===== config.mk =====
export PLATFORM = sky130hd
export DESIGN_NAME = lpa_adder
export DESIGN_NICKNAME = d
export VERILOG_FILES = /design/src/hw/lpa_pkg.sv /design/src/hw/lpa_adder.sv
export SDC_FILE = /design/constraint.sdc
export NUM_CORES = 1
export LEC_CHECK = 0
export ABC_AREA = 1
export BUFFER_PORTS_ARGS = -buffer_cell sky130_fd_sc_hd__buf_2
export CORE_ASPECT_RATIO = 0.7
export CORE_MARGIN = 1.5
export CORE_UTILIZATION = 30
export CTS_CLUSTER_SIZE = 40
export DETAILED_ROUTE_END_ITERATION = 7
export GPL_TIMING_DRIVEN = 0
export SETUP_SLACK_MARGIN = 0.3
export SLEW_MARGIN = 20
export SYNTH_ARGS = -nofsm -noshare
export SYNTH_HDL_FRONTEND = slang
export SYNTH_SLANG_ARGS = --single-unit
export TNS_END_PERCENT = 100

===== constraint.sdc =====
create_clock -name mclk -period 5.9 [get_ports mclk]
set_input_delay 0.295 -clock mclk [delete_from_list [all_inputs] [get_ports mclk]]
set_output_delay 0.295 -clock mclk [all_outputs]
set_load 0.01 [all_outputs]

===== src/hw/lpa_pkg.sv =====
// constants, control layout and register map of the lookahead parallel adder
package lpa_pkg;
   // ------------------------------------------------------------
   // datapath geometry
   // ------------------------------------------------------------
   localparam int POS_N = 60;
   localparam int GRP_W = 4;
   localparam int GRP_N = 15;
   localparam int SEC_N = 4;
   localparam int GRP_PER_SEC = 4;
   localparam int SHIFT_D = 4;
   localparam int HI_W = 28;
   localparam int ADR_W = 8;
   // ------------------------------------------------------------
   // register map, byte addresses
   // ------------------------------------------------------------
   localparam logic [7:0] ADR_A_LO = 8'h00;
   localparam logic [7:0] ADR_A_HI = 8'h04;
   localparam logic [7:0] ADR_B_LO = 8'h08;
   localparam logic [7:0] ADR_B_HI = 8'h0C;
   localparam logic [7:0] ADR_CTRL = 8'h10;
   localparam logic [7:0] ADR_STAT = 8'h14;
   localparam logic [7:0] ADR_R_LO = 8'h18;
   localparam logic [7:0] ADR_R_HI = 8'h1C;
   // ------------------------------------------------------------
   // field positions
   // ------------------------------------------------------------
   localparam int OP_LSB = 0;
   localparam int OP_W = 3;
   localparam int SH_LSB = 4;
   localparam int SH_W = 2;
   localparam int FORCE_BIT = 8;
   localparam int HOT_BIT = 9;
   localparam int HOLD_BIT = 10;
   localparam int GO_BIT = 16;
   localparam int ST_BUSY = 0;
   localparam int ST_COUT = 1;
   localparam int ST_BADSH = 2;
   localparam int ST_FULL = 3;
   localparam int RES_PAR_BIT = 28;
   // ------------------------------------------------------------
   // codes and reset values
   // ------------------------------------------------------------
   localparam logic [2:0] OP_ADD = 3'h0;
   localparam logic [2:0] OP_AND = 3'h1;
   localparam logic [2:0] OP_OR = 3'h2;
   localparam logic [2:0] OP_XOR = 3'h3;
   localparam logic [2:0] OP_PASS = 3'h4;
   localparam logic [1:0] SH_ZERO = 2'h0;
   localparam logic [1:0] SH_LEFT = 2'h1;
   localparam logic [1:0] SH_RIGHT = 2'h2;
   localparam logic [31:0] WORD_ZERO = 32'h0000_0000;
   typedef struct packed {
      logic hold;
      logic hotCarry;
      logic forceOnes;
      logic [1:0] shift;
      logic [2:0] op;
   } lpa_ctrl_t;
   localparam lpa_ctrl_t CTRL_RST = '{hold: 1'b0, hotCarry: 1'b0, forceOnes: 1'b0, shift: SH_ZERO, op: OP_ADD};
   typedef enum logic [2:0] {LPA_IDLE, LPA_LOAD, LPA_SAMPLE, LPA_EXT, LPA_HOLD} lpa_state_t;
endpackage


===== src/hw/lpa_adder.sv =====
// lookahead parallel adder with latch-shifter behind a wishbone slave
//
// The placing of the registers and register access over Wishbone are this design's own decisions.
`timescale 1ns/1ps
module lpa_adder (
   // clock and reset
   input wire logic mclk,
   input wire logic resetn,
   // wishbone slave
   input wire logic cyc_i,
   input wire logic stb_i,
   input wire logic we_i,
   input wire logic [lpa_pkg::ADR_W-1:0] adr_i,
   input wire logic [3:0] sel_i,
   input wire logic [31:0] dat_i,
   output logic [31:0] dat_o,
   output logic ack_o,
   // adder latch and state
   output logic [0:lpa_pkg::POS_N-1] sumLatch,
   output logic sumParity,
   output logic busy
);
   // ------------------------------------------------------------
   // functions
   // ------------------------------------------------------------
   function automatic logic [31:0] mergeWord(input logic [31:0] old, input logic [31:0] wd, input logic [3:0] sel);
      logic [31:0] m;
      m = old;
      for (int b = 0; b < 4; b++) begin
         if (sel[b]) begin
            m[b*8 +: 8] = wd[b*8 +: 8];
         end
      end
      return m;
   endfunction

   // low-order position of group k, groups counted from the low end
   function automatic int lowPos(input int k);
      return lpa_pkg::POS_N - 1 - lpa_pkg::GRP_W * k;
   endfunction

   // ------------------------------------------------------------
   // declarations
   // ------------------------------------------------------------
   logic [0:lpa_pkg::POS_N-1] opA_reg, opB_reg, resSum_reg;
   logic [0:lpa_pkg::POS_N-1] aIn, bitT, bitC, halfS, carryIn, fullS, resSel, shifted;
   logic [0:lpa_pkg::GRP_N-1] grpT, grpC, cig, predC;
   logic [0:lpa_pkg::SEC_N-1] secT, secC;
   logic [0:lpa_pkg::SEC_N] cis;
   lpa_pkg::lpa_ctrl_t cfg_reg;
   lpa_pkg::lpa_state_t state_reg;
   logic resPar_reg, cout_reg, badSh_reg;
   logic gc, gt, sc, st, run, tr, cinEff, okShift;
   logic [31:0] rd, wrMerged;
   logic acc, wrEn, go;
   logic [lpa_pkg::POS_N:0] refSum;

   // ------------------------------------------------------------
   // half-adders, position 0 most significant
   // ------------------------------------------------------------
   always_comb begin
      for (int p = 0; p < lpa_pkg::POS_N; p++) begin
         aIn[p] = opA_reg[p] | cfg_reg.forceOnes;
         bitT[p] = aIn[p] | opB_reg[p];
         bitC[p] = aIn[p] & opB_reg[p];
         halfS[p] = aIn[p] ^ opB_reg[p];
      end
   end

   // ------------------------------------------------------------
   // group level: incoming data only, no propagated carry
   // ------------------------------------------------------------
   always_comb begin
      grpT = '0;
      grpC = '0;
      gc = 1'b0;
      gt = 1'b1;
      for (int k = 0; k < lpa_pkg::GRP_N; k++) begin
         gc = 1'b0;
         gt = 1'b1;
         for (int j = 0; j < lpa_pkg::GRP_W; j++) begin
            gc = bitC[lowPos(k) - j] | (bitT[lowPos(k) - j] & gc);
            gt = gt & bitT[lowPos(k) - j];
         end
         grpC[k] = gc;
         grpT[k] = gt;
      end
   end

   // ------------------------------------------------------------
   // section level and carry into section
   // ------------------------------------------------------------
   always_comb begin
      secT = '0;
      secC = '0;
      cis = '0;
      sc = 1'b0;
      st = 1'b1;
      cis[0] = cfg_reg.hotCarry;
      for (int s = 0; s < lpa_pkg::SEC_N; s++) begin
         sc = 1'b0;
         st = 1'b1;
         for (int g = 0; g < lpa_pkg::GRP_PER_SEC; g++) begin
            if (s * lpa_pkg::GRP_PER_SEC + g < lpa_pkg::GRP_N) begin
               sc = grpC[s*lpa_pkg::GRP_PER_SEC+g] | (grpT[s*lpa_pkg::GRP_PER_SEC+g] & sc);
               st = st & grpT[s*lpa_pkg::GRP_PER_SEC+g];
            end
         end
         secC[s] = sc;
         secT[s] = st;
         cis[s+1] = secC[s] | (secT[s] & cis[s]);
      end
   end

   // ------------------------------------------------------------
   // carry into group, carry into bit, full sum
   // ------------------------------------------------------------
   // the in-group actual path is at most three positions deep, so the
   // sum settles without any pass through the latches
   always_comb begin
      cig = '0;
      predC = '0;
      carryIn = '0;
      fullS = '0;
      run = 1'b0;
      tr = 1'b1;
      cinEff = 1'b0;
      for (int k = 0; k < lpa_pkg::GRP_N; k++) begin
         if (k % lpa_pkg::GRP_PER_SEC == 0) begin
            cig[k] = cis[k/lpa_pkg::GRP_PER_SEC];
         end else begin
            cig[k] = grpC[k-1] | (grpT[k-1] & cig[k-1]);
         end
         if (k == 0) begin
            predC[k] = cig[k];
            cinEff = predC[k];
         end else begin
            predC[k] = cig[k] & ~grpC[k-1];
            cinEff = grpC[k-1] | predC[k];
         end
         run = 1'b0;
         tr = 1'b1;
         for (int j = 0; j < lpa_pkg::GRP_W; j++) begin
            carryIn[lowPos(k)-j] = run | (tr & cinEff);
            fullS[lowPos(k)-j] = carryIn[lowPos(k)-j] ^ halfS[lowPos(k)-j];
            run = bitC[lowPos(k)-j] | (bitT[lowPos(k)-j] & run);
            tr = tr & bitT[lowPos(k)-j];
         end
      end
   end

   // ------------------------------------------------------------
   // function select and latch-shifter
   // ------------------------------------------------------------
   always_comb begin
      case (cfg_reg.op)
         lpa_pkg::OP_AND: resSel = bitC;
         lpa_pkg::OP_OR: resSel = bitT;
         lpa_pkg::OP_XOR: resSel = halfS;
         lpa_pkg::OP_PASS: resSel = aIn;
         default: resSel = fullS;
      endcase
   end

   always_comb begin
      shifted = '0;
      okShift = 1'b1;
      case (cfg_reg.shift)
         lpa_pkg::SH_ZERO: shifted = resSel;
         lpa_pkg::SH_LEFT: shifted[0:lpa_pkg::POS_N-1-lpa_pkg::SHIFT_D] = resSel[lpa_pkg::SHIFT_D:lpa_pkg::POS_N-1];
         lpa_pkg::SH_RIGHT: shifted[lpa_pkg::SHIFT_D:lpa_pkg::POS_N-1] = resSel[0:lpa_pkg::POS_N-1-lpa_pkg::SHIFT_D];
         default: okShift = 1'b0;
      endcase
   end

   // ------------------------------------------------------------
   // sequencer: load, sample, extended reset, optional hold
   // ------------------------------------------------------------
   always_ff @(posedge mclk or negedge resetn) begin
      if (!resetn) begin
         state_reg <= lpa_pkg::LPA_IDLE;
      end else begin
         case (state_reg)
            lpa_pkg::LPA_IDLE: if (go) state_reg <= lpa_pkg::LPA_LOAD;
            lpa_pkg::LPA_LOAD: state_reg <= okShift ? lpa_pkg::LPA_SAMPLE : lpa_pkg::LPA_IDLE;
            lpa_pkg::LPA_SAMPLE: state_reg <= lpa_pkg::LPA_EXT;
            lpa_pkg::LPA_EXT: state_reg <= cfg_reg.hold ? lpa_pkg::LPA_HOLD : lpa_pkg::LPA_IDLE;
            default: state_reg <= lpa_pkg::LPA_IDLE;
         endcase
      end
   end

   // latch reset waits for the extended clock so the result register and
   // the parity check see a stable sum
   always_ff @(posedge mclk or negedge resetn) begin
      if (!resetn) begin
         sumLatch <= '0;
         sumParity <= 1'b0;
      end else if (state_reg == lpa_pkg::LPA_LOAD && okShift) begin
         sumLatch <= shifted;
         sumParity <= ~^shifted;
      end else if ((state_reg == lpa_pkg::LPA_EXT && !cfg_reg.hold) || state_reg == lpa_pkg::LPA_HOLD) begin
         sumLatch <= '0;
         sumParity <= 1'b0;
      end
   end

   always_ff @(posedge mclk or negedge resetn) begin
      if (!resetn) begin
         resSum_reg <= '0;
         resPar_reg <= 1'b0;
      end else if (state_reg == lpa_pkg::LPA_SAMPLE) begin
         resSum_reg <= sumLatch;
         resPar_reg <= sumParity;
      end
   end

   always_ff @(posedge mclk or negedge resetn) begin
      if (!resetn) begin
         cout_reg <= 1'b0;
      end else if (state_reg == lpa_pkg::LPA_LOAD && okShift) begin
         cout_reg <= cis[lpa_pkg::SEC_N];
      end
   end

   // a new bad code wins over a clear in the same cycle
   always_ff @(posedge mclk or negedge resetn) begin
      if (!resetn) begin
         badSh_reg <= 1'b0;
      end else if (state_reg == lpa_pkg::LPA_LOAD && !okShift) begin
         badSh_reg <= 1'b1;
      end else if (wrEn && adr_i == lpa_pkg::ADR_STAT && wrMerged[lpa_pkg::ST_BADSH]) begin
         badSh_reg <= 1'b0;
      end
   end

   assign busy = (state_reg != lpa_pkg::LPA_IDLE);

   // ------------------------------------------------------------
   // wishbone slave: ack one cycle after the strobe, write at ack edge
   // ------------------------------------------------------------
   assign acc = cyc_i & stb_i & ~ack_o;
   assign wrEn = cyc_i & stb_i & we_i & ack_o;
   assign wrMerged = mergeWord(rd, dat_i, sel_i);
   assign go = wrEn && adr_i == lpa_pkg::ADR_CTRL && wrMerged[lpa_pkg::GO_BIT];

   always_comb begin
      rd = lpa_pkg::WORD_ZERO;
      case (adr_i)
         lpa_pkg::ADR_A_LO: rd = opA_reg[lpa_pkg::HI_W:lpa_pkg::POS_N-1];
         lpa_pkg::ADR_A_HI: rd[lpa_pkg::HI_W-1:0] = opA_reg[0:lpa_pkg::HI_W-1];
         lpa_pkg::ADR_B_LO: rd = opB_reg[lpa_pkg::HI_W:lpa_pkg::POS_N-1];
         lpa_pkg::ADR_B_HI: rd[lpa_pkg::HI_W-1:0] = opB_reg[0:lpa_pkg::HI_W-1];
         lpa_pkg::ADR_CTRL: begin
            rd[lpa_pkg::OP_LSB +: lpa_pkg::OP_W] = cfg_reg.op;
            rd[lpa_pkg::SH_LSB +: lpa_pkg::SH_W] = cfg_reg.shift;
            rd[lpa_pkg::FORCE_BIT] = cfg_reg.forceOnes;
            rd[lpa_pkg::HOT_BIT] = cfg_reg.hotCarry;
            rd[lpa_pkg::HOLD_BIT] = cfg_reg.hold;
         end
         lpa_pkg::ADR_STAT: begin
            rd[lpa_pkg::ST_BUSY] = busy;
            rd[lpa_pkg::ST_COUT] = cout_reg;
            rd[lpa_pkg::ST_BADSH] = badSh_reg;
            rd[lpa_pkg::ST_FULL] = (state_reg == lpa_pkg::LPA_SAMPLE) || (state_reg == lpa_pkg::LPA_EXT)
               || (state_reg == lpa_pkg::LPA_HOLD);
         end
         lpa_pkg::ADR_R_LO: rd = resSum_reg[lpa_pkg::HI_W:lpa_pkg::POS_N-1];
         lpa_pkg::ADR_R_HI: begin
            rd[lpa_pkg::HI_W-1:0] = resSum_reg[0:lpa_pkg::HI_W-1];
            rd[lpa_pkg::RES_PAR_BIT] = resPar_reg;
         end
         default: rd = lpa_pkg::WORD_ZERO;
      endcase
   end

   always_ff @(posedge mclk or negedge resetn) begin
      if (!resetn) begin
         ack_o <= 1'b0;
         dat_o <= lpa_pkg::WORD_ZERO;
      end else begin
         ack_o <= acc;
         if (acc) begin
            dat_o <= rd;
         end
      end
   end

   always_ff @(posedge mclk or negedge resetn) begin
      if (!resetn) begin
         opA_reg <= '0;
         opB_reg <= '0;
      end else if (wrEn) begin
         case (adr_i)
            lpa_pkg::ADR_A_LO: opA_reg[lpa_pkg::HI_W:lpa_pkg::POS_N-1] <= wrMerged;
            lpa_pkg::ADR_A_HI: opA_reg[0:lpa_pkg::HI_W-1] <= wrMerged[lpa_pkg::HI_W-1:0];
            lpa_pkg::ADR_B_LO: opB_reg[lpa_pkg::HI_W:lpa_pkg::POS_N-1] <= wrMerged;
            lpa_pkg::ADR_B_HI: opB_reg[0:lpa_pkg::HI_W-1] <= wrMerged[lpa_pkg::HI_W-1:0];
            default: ;
         endcase
      end
   end

   always_ff @(posedge mclk or negedge resetn) begin
      if (!resetn) begin
         cfg_reg <= lpa_pkg::CTRL_RST;
      end else if (wrEn && adr_i == lpa_pkg::ADR_CTRL) begin
         cfg_reg.op <= wrMerged[lpa_pkg::OP_LSB +: lpa_pkg::OP_W];
         cfg_reg.shift <= wrMerged[lpa_pkg::SH_LSB +: lpa_pkg::SH_W];
         cfg_reg.forceOnes <= wrMerged[lpa_pkg::FORCE_BIT];
         cfg_reg.hotCarry <= wrMerged[lpa_pkg::HOT_BIT];
         cfg_reg.hold <= wrMerged[lpa_pkg::HOLD_BIT];
      end
   end

   // ------------------------------------------------------------
   // checks
   // ------------------------------------------------------------
   assign refSum = {1'b0, aIn} + {1'b0, opB_reg} + (lpa_pkg::POS_N+1)'(cfg_reg.hotCarry);

   AST_BIT_TRANSMIT: assert property (@(posedge mclk) disable iff (!resetn)
      (state_reg == lpa_pkg::LPA_LOAD) |-> (bitT == (aIn | opB_reg)))
      else $error("bit transmit differs from operand or");
   AST_BIT_CARRY: assert property (@(posedge mclk) disable iff (!resetn)
      (state_reg == lpa_pkg::LPA_LOAD) |-> ((bitC & ~(aIn & opB_reg)) == '0 && (bitC | ~(aIn & opB_reg)) == '1))
      else $error("bit carry differs from operand and");
   AST_HALF_SUM: assert property (@(posedge mclk) disable iff (!resetn)
      (state_reg == lpa_pkg::LPA_LOAD) |-> (halfS == (bitT & ~bitC)))
      else $error("half sum not transmit without carry");
   AST_FORCE_ONES: assert property (@(posedge mclk) disable iff (!resetn)
      (state_reg == lpa_pkg::LPA_LOAD && cfg_reg.forceOnes) |-> (&aIn))
      else $error("force ones left an a-side bit low");
   AST_ADD_SUM: assert property (@(posedge mclk) disable iff (!resetn)
      (state_reg == lpa_pkg::LPA_LOAD && cfg_reg.op == lpa_pkg::OP_ADD && cfg_reg.shift == lpa_pkg::SH_ZERO)
      |=> (sumLatch == $past(refSum[lpa_pkg::POS_N-1:0])) && (cout_reg == $past(refSum[lpa_pkg::POS_N])))
      else $error("latched sum or carry out wrong");
   AST_SHIFT_LEFT: assert property (@(posedge mclk) disable iff (!resetn)
      (state_reg == lpa_pkg::LPA_LOAD && cfg_reg.shift == lpa_pkg::SH_LEFT)
      |=> (sumLatch[0:lpa_pkg::POS_N-1-lpa_pkg::SHIFT_D] == $past(resSel[lpa_pkg::SHIFT_D:lpa_pkg::POS_N-1]))
      && (sumLatch[lpa_pkg::POS_N-lpa_pkg::SHIFT_D:lpa_pkg::POS_N-1] == '0))
      else $error("left shift misplaced the sum");
   AST_LATCH_KEEP: assert property (@(posedge mclk) disable iff (!resetn)
      (state_reg == lpa_pkg::LPA_LOAD && okShift) |=> ##1 ($stable(sumLatch) && resSum_reg == $past(sumLatch)))
      else $error("latch changed before the result was sampled");
   AST_HOLD: assert property (@(posedge mclk) disable iff (!resetn)
      (state_reg == lpa_pkg::LPA_EXT && cfg_reg.hold) |=> $stable(sumLatch) ##1 (sumLatch == '0))
      else $error("hold did not keep the latch one extra cycle");
   AST_BAD_SHIFT: assert property (@(posedge mclk) disable iff (!resetn)
      (state_reg == lpa_pkg::LPA_LOAD && !okShift) |=> badSh_reg && $stable(sumLatch) && !busy)
      else $error("illegal shift code loaded the latch");
endmodule


==> reports/metrics.cfg, run 1 <==
[setup_path]
path_max_fanout=10
cp_top_family=compound AO/OA/AOI/OAI gates
r2r_cells=34
cp.required_ns=6.37
crit_path_end_kind=flip-flop
cp_slowest_cell=fa_1
start_kind=flip-flop
critPathBufInv=6
worstPathArrival_ns=5.78
rrSetupSlack_ns=0.60
cp-startpoint=cfg_reg[5]$_DFFE_PN0P_
reg2reg_from=cfg_reg[5]$_DFFE_PN0P_
critPathMaxStageDelay_ns=0.42
path_class=reg2reg
r2r_end=sumParity$_DFFE_PN0P_

[synthesis]
synth_area_um2=20100
yosysSeqAreaShare=0.359
synth_top_area_frac=0.359
synth_edf_count=0
synthCells=2750
synth_nets=2934
syn_area_per_cell_um2=7.30
ys_types=53
synth-async-reset-ratio=1.00
synth_warnings=0
yosysTopAreaCell=dfrtp_1
synth_ff_type=dfrtp_1
ys_seq_elements=288
synthTopCellsByArea=dfrtp_1 (36%), nand2_1 (11%), o21ai_0 (8.5%)

[clock_network]
htreeDepth=1
insertion_delay_ns=0.63
clockBufferDepth=3
cts_tree=done
clk_pin_slew_ns=0.07
ctsRootBufferMaster=clkbuf_16
cts_num_sinks=288
cts_buffers=30

[worst_hold_path]
hold_start=dat_i[29]
hold_path_depth=3
hold_class=in2reg
holdPathEnd=opB_reg[30]$_DFFE_PN0P_

[global_routing]
gr-total-overflow=0
grt_max_degree=98
grt_pass1_wl_um=135000
grt_pass1_vias=18900
antenna_found_initial=2
track_usage=0.272

[timing]
period_share=0.899
fin_crit_ns=5.30
hold_viol=0
final.setup.tns_ns=0
rsz0062_at_grt=false
worstMarginPinSlew_ns=1.22
drv_slew=0
slew_headroom=0.187
setup_violations=0
finalClockSkew_ns=0.0529
fmax_mhz=189

[drt]
dr.first_iter.drc_count=2845
drc=0
avgViaCountPerCell=5.37
routed_wl_um=95200
first_pass_iters=6
ant_nets=0
vias=20700
detail_route.wl_per_cell_um=24.7

[floorplanning]
rows=79
die_h_um=219
core_area_um2=66300
start_util=0.303
io_pins=144
die_w_um=312
die_area_um2=68500

[cells_and_area]
final_common_cell=nand2_1
final_cell_mix=nand2_1 (605), inv_1 (389), o21ai_0 (336)
areaGrowthSynthToFinish_pct=16.7
design_area_um2=23400
drive_above_1_share=0.131
fin_nets=3123
nFillCells=7131

[pwr]
p_per_area_nw_per_um2=212
ir_worst_vdd_mv=0.200
cellLeakagePower_nw=11.2

[run]
drv_cap=0

[placement]
placed_cell_area_um2=22100
place_congestion=1.06
io_buffers=143
hpwl_um=76000

[run_status]
status=finished clean

[logic make-up after synthesis]
group,after synthesis,synth area share
flops,288,0.359
buf+inv,546,0.111
fa+ha+maj,135,0.0897
compound gates,689,0.201
xor+xnor,42,0.0183
simple gates,1048,0.221
mux,2,0.00112
[worst max-delay path by stage]
stage	to	cells after the start
6_report	sumParity$_DFFE_PN0P_	34
5_1_grt	sumParity$_DFFE_PN0P_	36
4_1_cts	sumParity$_DFFE_PN0P_	37
3_5_place_dp	sumParity$_DFFE_PN0P_	36
3_3_place_gp	resSum_reg[24]$_DFFE_PN0P_	1
2_1_floorplan	sumParity$_DFFE_PN0P_	37
[final cells by class]
cell class,instances,area [um2],share of cell area
inverter,409,1540,0.0655
timing repair buffer,157,888,0.0379
tap,891,1110,0.0476
clock inverter,11,120,0.00512
antenna,3,7.51,0.000320
multi-input combinational,1916,10900,0.467
buffer,137,764,0.0326
sequential,288,7210,0.307
clock buffer,41,863,0.0368
[power by group]
| part | internal (mW) | total (mW) | switching [mW] |
|---|---|---|---|
| clock network | 1.11 | 1.98 | 0.868 |
| registers | 2.06 | 2.13 | 0.0704 |
| logic | 0.200 | 0.860 | 0.660 |
| total | 3.37 | 4.96 | 1.60 |
[Yosys cell counts, types with 4 or more instances]
library cell / count
nand2_1: 607
inv_1: 389
o21ai_0: 340
dfrtp_1: 288
nand3_1: 174
nor2_1: 173
ha_1: 120
a21oi_1: 104
o22ai_1: 88
clkbuf_1: 75
o211ai_1: 35
buf_2: 31
nand2_2: 30
xor2_1: 25
o21ai_1: 23
a2111oi_0: 21
a221oi_1: 20
nor3_1: 19
xnor2_1: 17
a22o_1: 15
fa_1: 15
inv_2: 15
buf_6: 14
nand3_2: 13
nor4_1: 12
buf_1: 10
o221ai_1: 9
o21bai_1: 8
nand3b_1: 6
buf_4: 5
clkinv_1: 5
a221oi_2: 4
o211ai_2: 4
[repair_timing]
action / in CTS / in global routing
endpoints found under the hold margin: 100 / 0
gates resized for setup: 23 / 55
hold buffers: 1 / 0
setup endpoints to repair: 11 / 1
pin swaps: 0 / 8
setup buffers: 0 / 3
cloned: 0 / 0
[worst reg2reg max path: cells and delay by family (launching register included)]
family / cells / cell delay (ns)
compound gates: 8 / 1.63
xor+xnor: 3 / 0.58
fa+ha+maj: 2 / 0.63
buf+inv: 6 / 0.74
flops: 1 / 0.37
simple gates: 15 / 1.21
[routing by layer]
layer | GRT usage | wire length (um) | vias up
met5 | 0 | 0 | -
met4 | 0.0450 | 1600 | 0
met3 | 0.125 | 15200 | 111
met2 | 0.350 | 34900 | 1169
met1 | 0.407 | 43400 | 9974
li1 | - | - | 9450
[metrics by stage]
stage	setup slack [ns]	hold slack [ns]	power, mW	instances	utilization
detailed placement	-0.898	0.116	3.01	3794	0.334
global placement	-1.16	0.468	3.00	3784	0.330
CTS	0.335	0.0267	4.97	3847	0.350
floorplan	1.18	-0.000591	2.58	2750	-
global route	0.264	0.0580	5.14	3850	0.353
finish	0.597	0.0471	4.96	3853	0.353
Note: power is estimated with default switching activity, not from simulation.
==> inputs of run 2 (changes only) <==
--- a/config.mk
+++ b/config.mk
@@ -8,7 +8,6 @@
 export ABC_AREA = 1
 export BUFFER_PORTS_ARGS = -buffer_cell sky130_fd_sc_hd__buf_2
 export CORE_ASPECT_RATIO = 0.7
-export CORE_MARGIN = 1.5
 export CORE_UTILIZATION = 30
 export CTS_CLUSTER_SIZE = 40
 export DETAILED_ROUTE_END_ITERATION = 7
==> run 2 against run 1 <==
Register-to-register slack worse by 0.13 ns. Largest power group unchanged. Cell count is 0.42% lower. Combinational power is 1% lower. Non-clock buffer count is 2 lower. Global-route usage is 0.25 points higher.
==> reports/metrics.cfg, run 2 (same netlist as run 1, synthesis figures left out) <==
[drt]
avgViaCountPerCell=5.45
routed_wl_um=95100
detail_route.wl_per_cell_um=24.8
vias=20900
first_pass_iters=6
ant_nets=0
drc=0
dr.first_iter.drc_count=3089

[floorplanning]
die_w_um=311
die_area_um2=68000
start_util=0.307
die_h_um=218
rows=78
io_pins=144
core_area_um2=65500

[placement]
pre_cts_slack_ns=-1.01
place_congestion=1.04
hpwl_um=76100
io_buffers=143
dp_cells=3783

[clock_network]
ctsRootBufferMaster=clkbuf_16
cts_tree=done
clk_pin_slew_ns=0.07
htreeDepth=1
cts_num_sinks=288
clockBufferDepth=3
insertion_delay_ns=0.62
cts_buffers=28

[cells_and_area]
areaGrowthSynthToFinish_pct=15.9
fin_cells=3837
fin_nets=3119
final-seq-area_um2=7210
drive_above_1_share=0.129
nFillCells=6981
final_cell_mix=nand2_1 (605), inv_1 (389), o21ai_0 (336)
final_common_cell=nand2_1
diodes=0
multi_input_area_um2=10900

[timing]
final.setup.tns_ns=0
fin_crit_ns=5.44
drv_slew=0
setup_violations=0
hold_viol=0
finalClockSkew_ns=0.0457
worst_slack_ns=0.464
worstMarginPinSlew_ns=1.22
period_share=0.921
fmax_mhz=184
rsz0062_at_grt=false
slew_headroom=0.182

[pwr]
switchingPower_mw=1.57
ir_worst_vdd_mv=0.182
p_sw_frac=0.328
pwr-share-clk=0.378
p_seq_frac=0.445
combPwrFrac=0.177
p_per_area_nw_per_um2=206
intPower_mw=3.21
cellLeakagePower_nw=11.2

[global_routing]
grt_pass1_vias=18700
track_usage=0.275
antenna_found_initial=0
gr-total-overflow=0
grt_pass1_wl_um=135000
grt_max_degree=96

[setup_path]
cp_slowest_cell=fa_1
path_class=reg2reg
crit_path_frequent_cell=nand2_1
worstPathArrival_ns=5.90
crit_path_end_kind=flip-flop
path_max_fanout=10
critPathMaxStageDelay_ns=0.49
start_kind=flip-flop
cp.required_ns=6.37

[run]
drv_cap=0

[worst_hold_path]
hold_class=in2reg

[run_status]
status=finished clean

==> run 2: cell types whose count changed in the layout (fill, tap and decap cells not counted), sizes merged <==
cell      previous run  this run
buf                214       212
diode                3         0
clkinv               8        11
inv                407       405
clkinvlp             3         4
bufinv               2         0
==> run 2: layout make-up <==
| cell class | instances | area share |
|---|---|---|
| plain buffers | 137 | 0.0320 |
| inverters | 409 | 0.0661 |
| repair buffers | 155 | 0.0374 |
| flip-flops and latches | 288 | 0.310 |
| clock inverters | 11 | 0.00349 |
| well taps | 880 | 0.0473 |
| clock buffers | 41 | 0.0348 |
| multi-input cells | 1916 | 0.469 |
==> run 2: repair_timing <==
item | 4_1_cts | 5_1_grt
pin swaps | 0 | 9
hold buffers | 1 | 0
endpoints found under the hold margin | 53 | 0
endpoints found under the setup margin | 14 | 1
setup buffers | 0 | 1
resized for setup | 25 | 47
==> run 2: metrics by stage <==
step	instance area, um2	power [mW]	utilization	hold WS [ns]
3_5_place_dp	22100	3.00	0.338	0.252
6_report	23300	4.78	0.355	0.0406
3_3_place_gp	21900	2.99	0.334	0.468
5_1_grt	23300	4.97	0.355	0.0572
2_1_floorplan	20100	2.58	-	-0.000591
4_1_cts	23100	4.80	0.353	0.0441
==> run 2: critical path, delay by kind of cell, from the launching register on <==
family                     cells  cell delay [ns]
AOI/OAI and AO/OA              3             0.83
xor gates and xnor gates       1             0.30
adders and majority gates      2             0.74
buffers and inverters          9             1.21
DFF                            1             0.35
and+or+nand+nor               19             1.81
==> run 2: routing by layer <==
metal,track usage,routed length [um],up-vias
met3,0.102,14700,104
met2,0.349,34400,1250
met4,0.0470,1680,0
met1,0.428,44400,10100
li1,-,-,9456
met5,0,0,-
==> run 2: power by group through the flow <==
stage                     Sequential, mW  Clock, mW  Combinational [mW]
final                               2.13       1.81               0.849
after global routing                2.13       1.91               0.922
after CTS                           2.12       1.83               0.849
after detailed placement            2.16          0               0.846
after global placement              2.16          0               0.834
after floorplan                     2.16          0               0.420
==> run 2: final timing paths <==
check                                           startpoint                          to  slack, ns  cells after the start
worst max-delay path                cfg_reg[5]$_DFFE_PN0P_       sumParity$_DFFE_PN0P_       0.46                     34
min in group asynchronous                           resetn       dat_o[20]$_DFFE_PN0P_       0.20                      2
max in group asynchronous                           resetn  resSum_reg[11]$_DFFE_PN0P_       4.42                      4
worst min register to register  resSum_reg[49]$_DFFE_PN0P_  resSum_reg[49]$_DFFE_PN0P_       0.50                      2
worst min-delay path                             dat_i[28]     opA_reg[31]$_DFFE_PN0P_       0.04                      3
worst max register to register      cfg_reg[5]$_DFFE_PN0P_       sumParity$_DFFE_PN0P_       0.46                     34
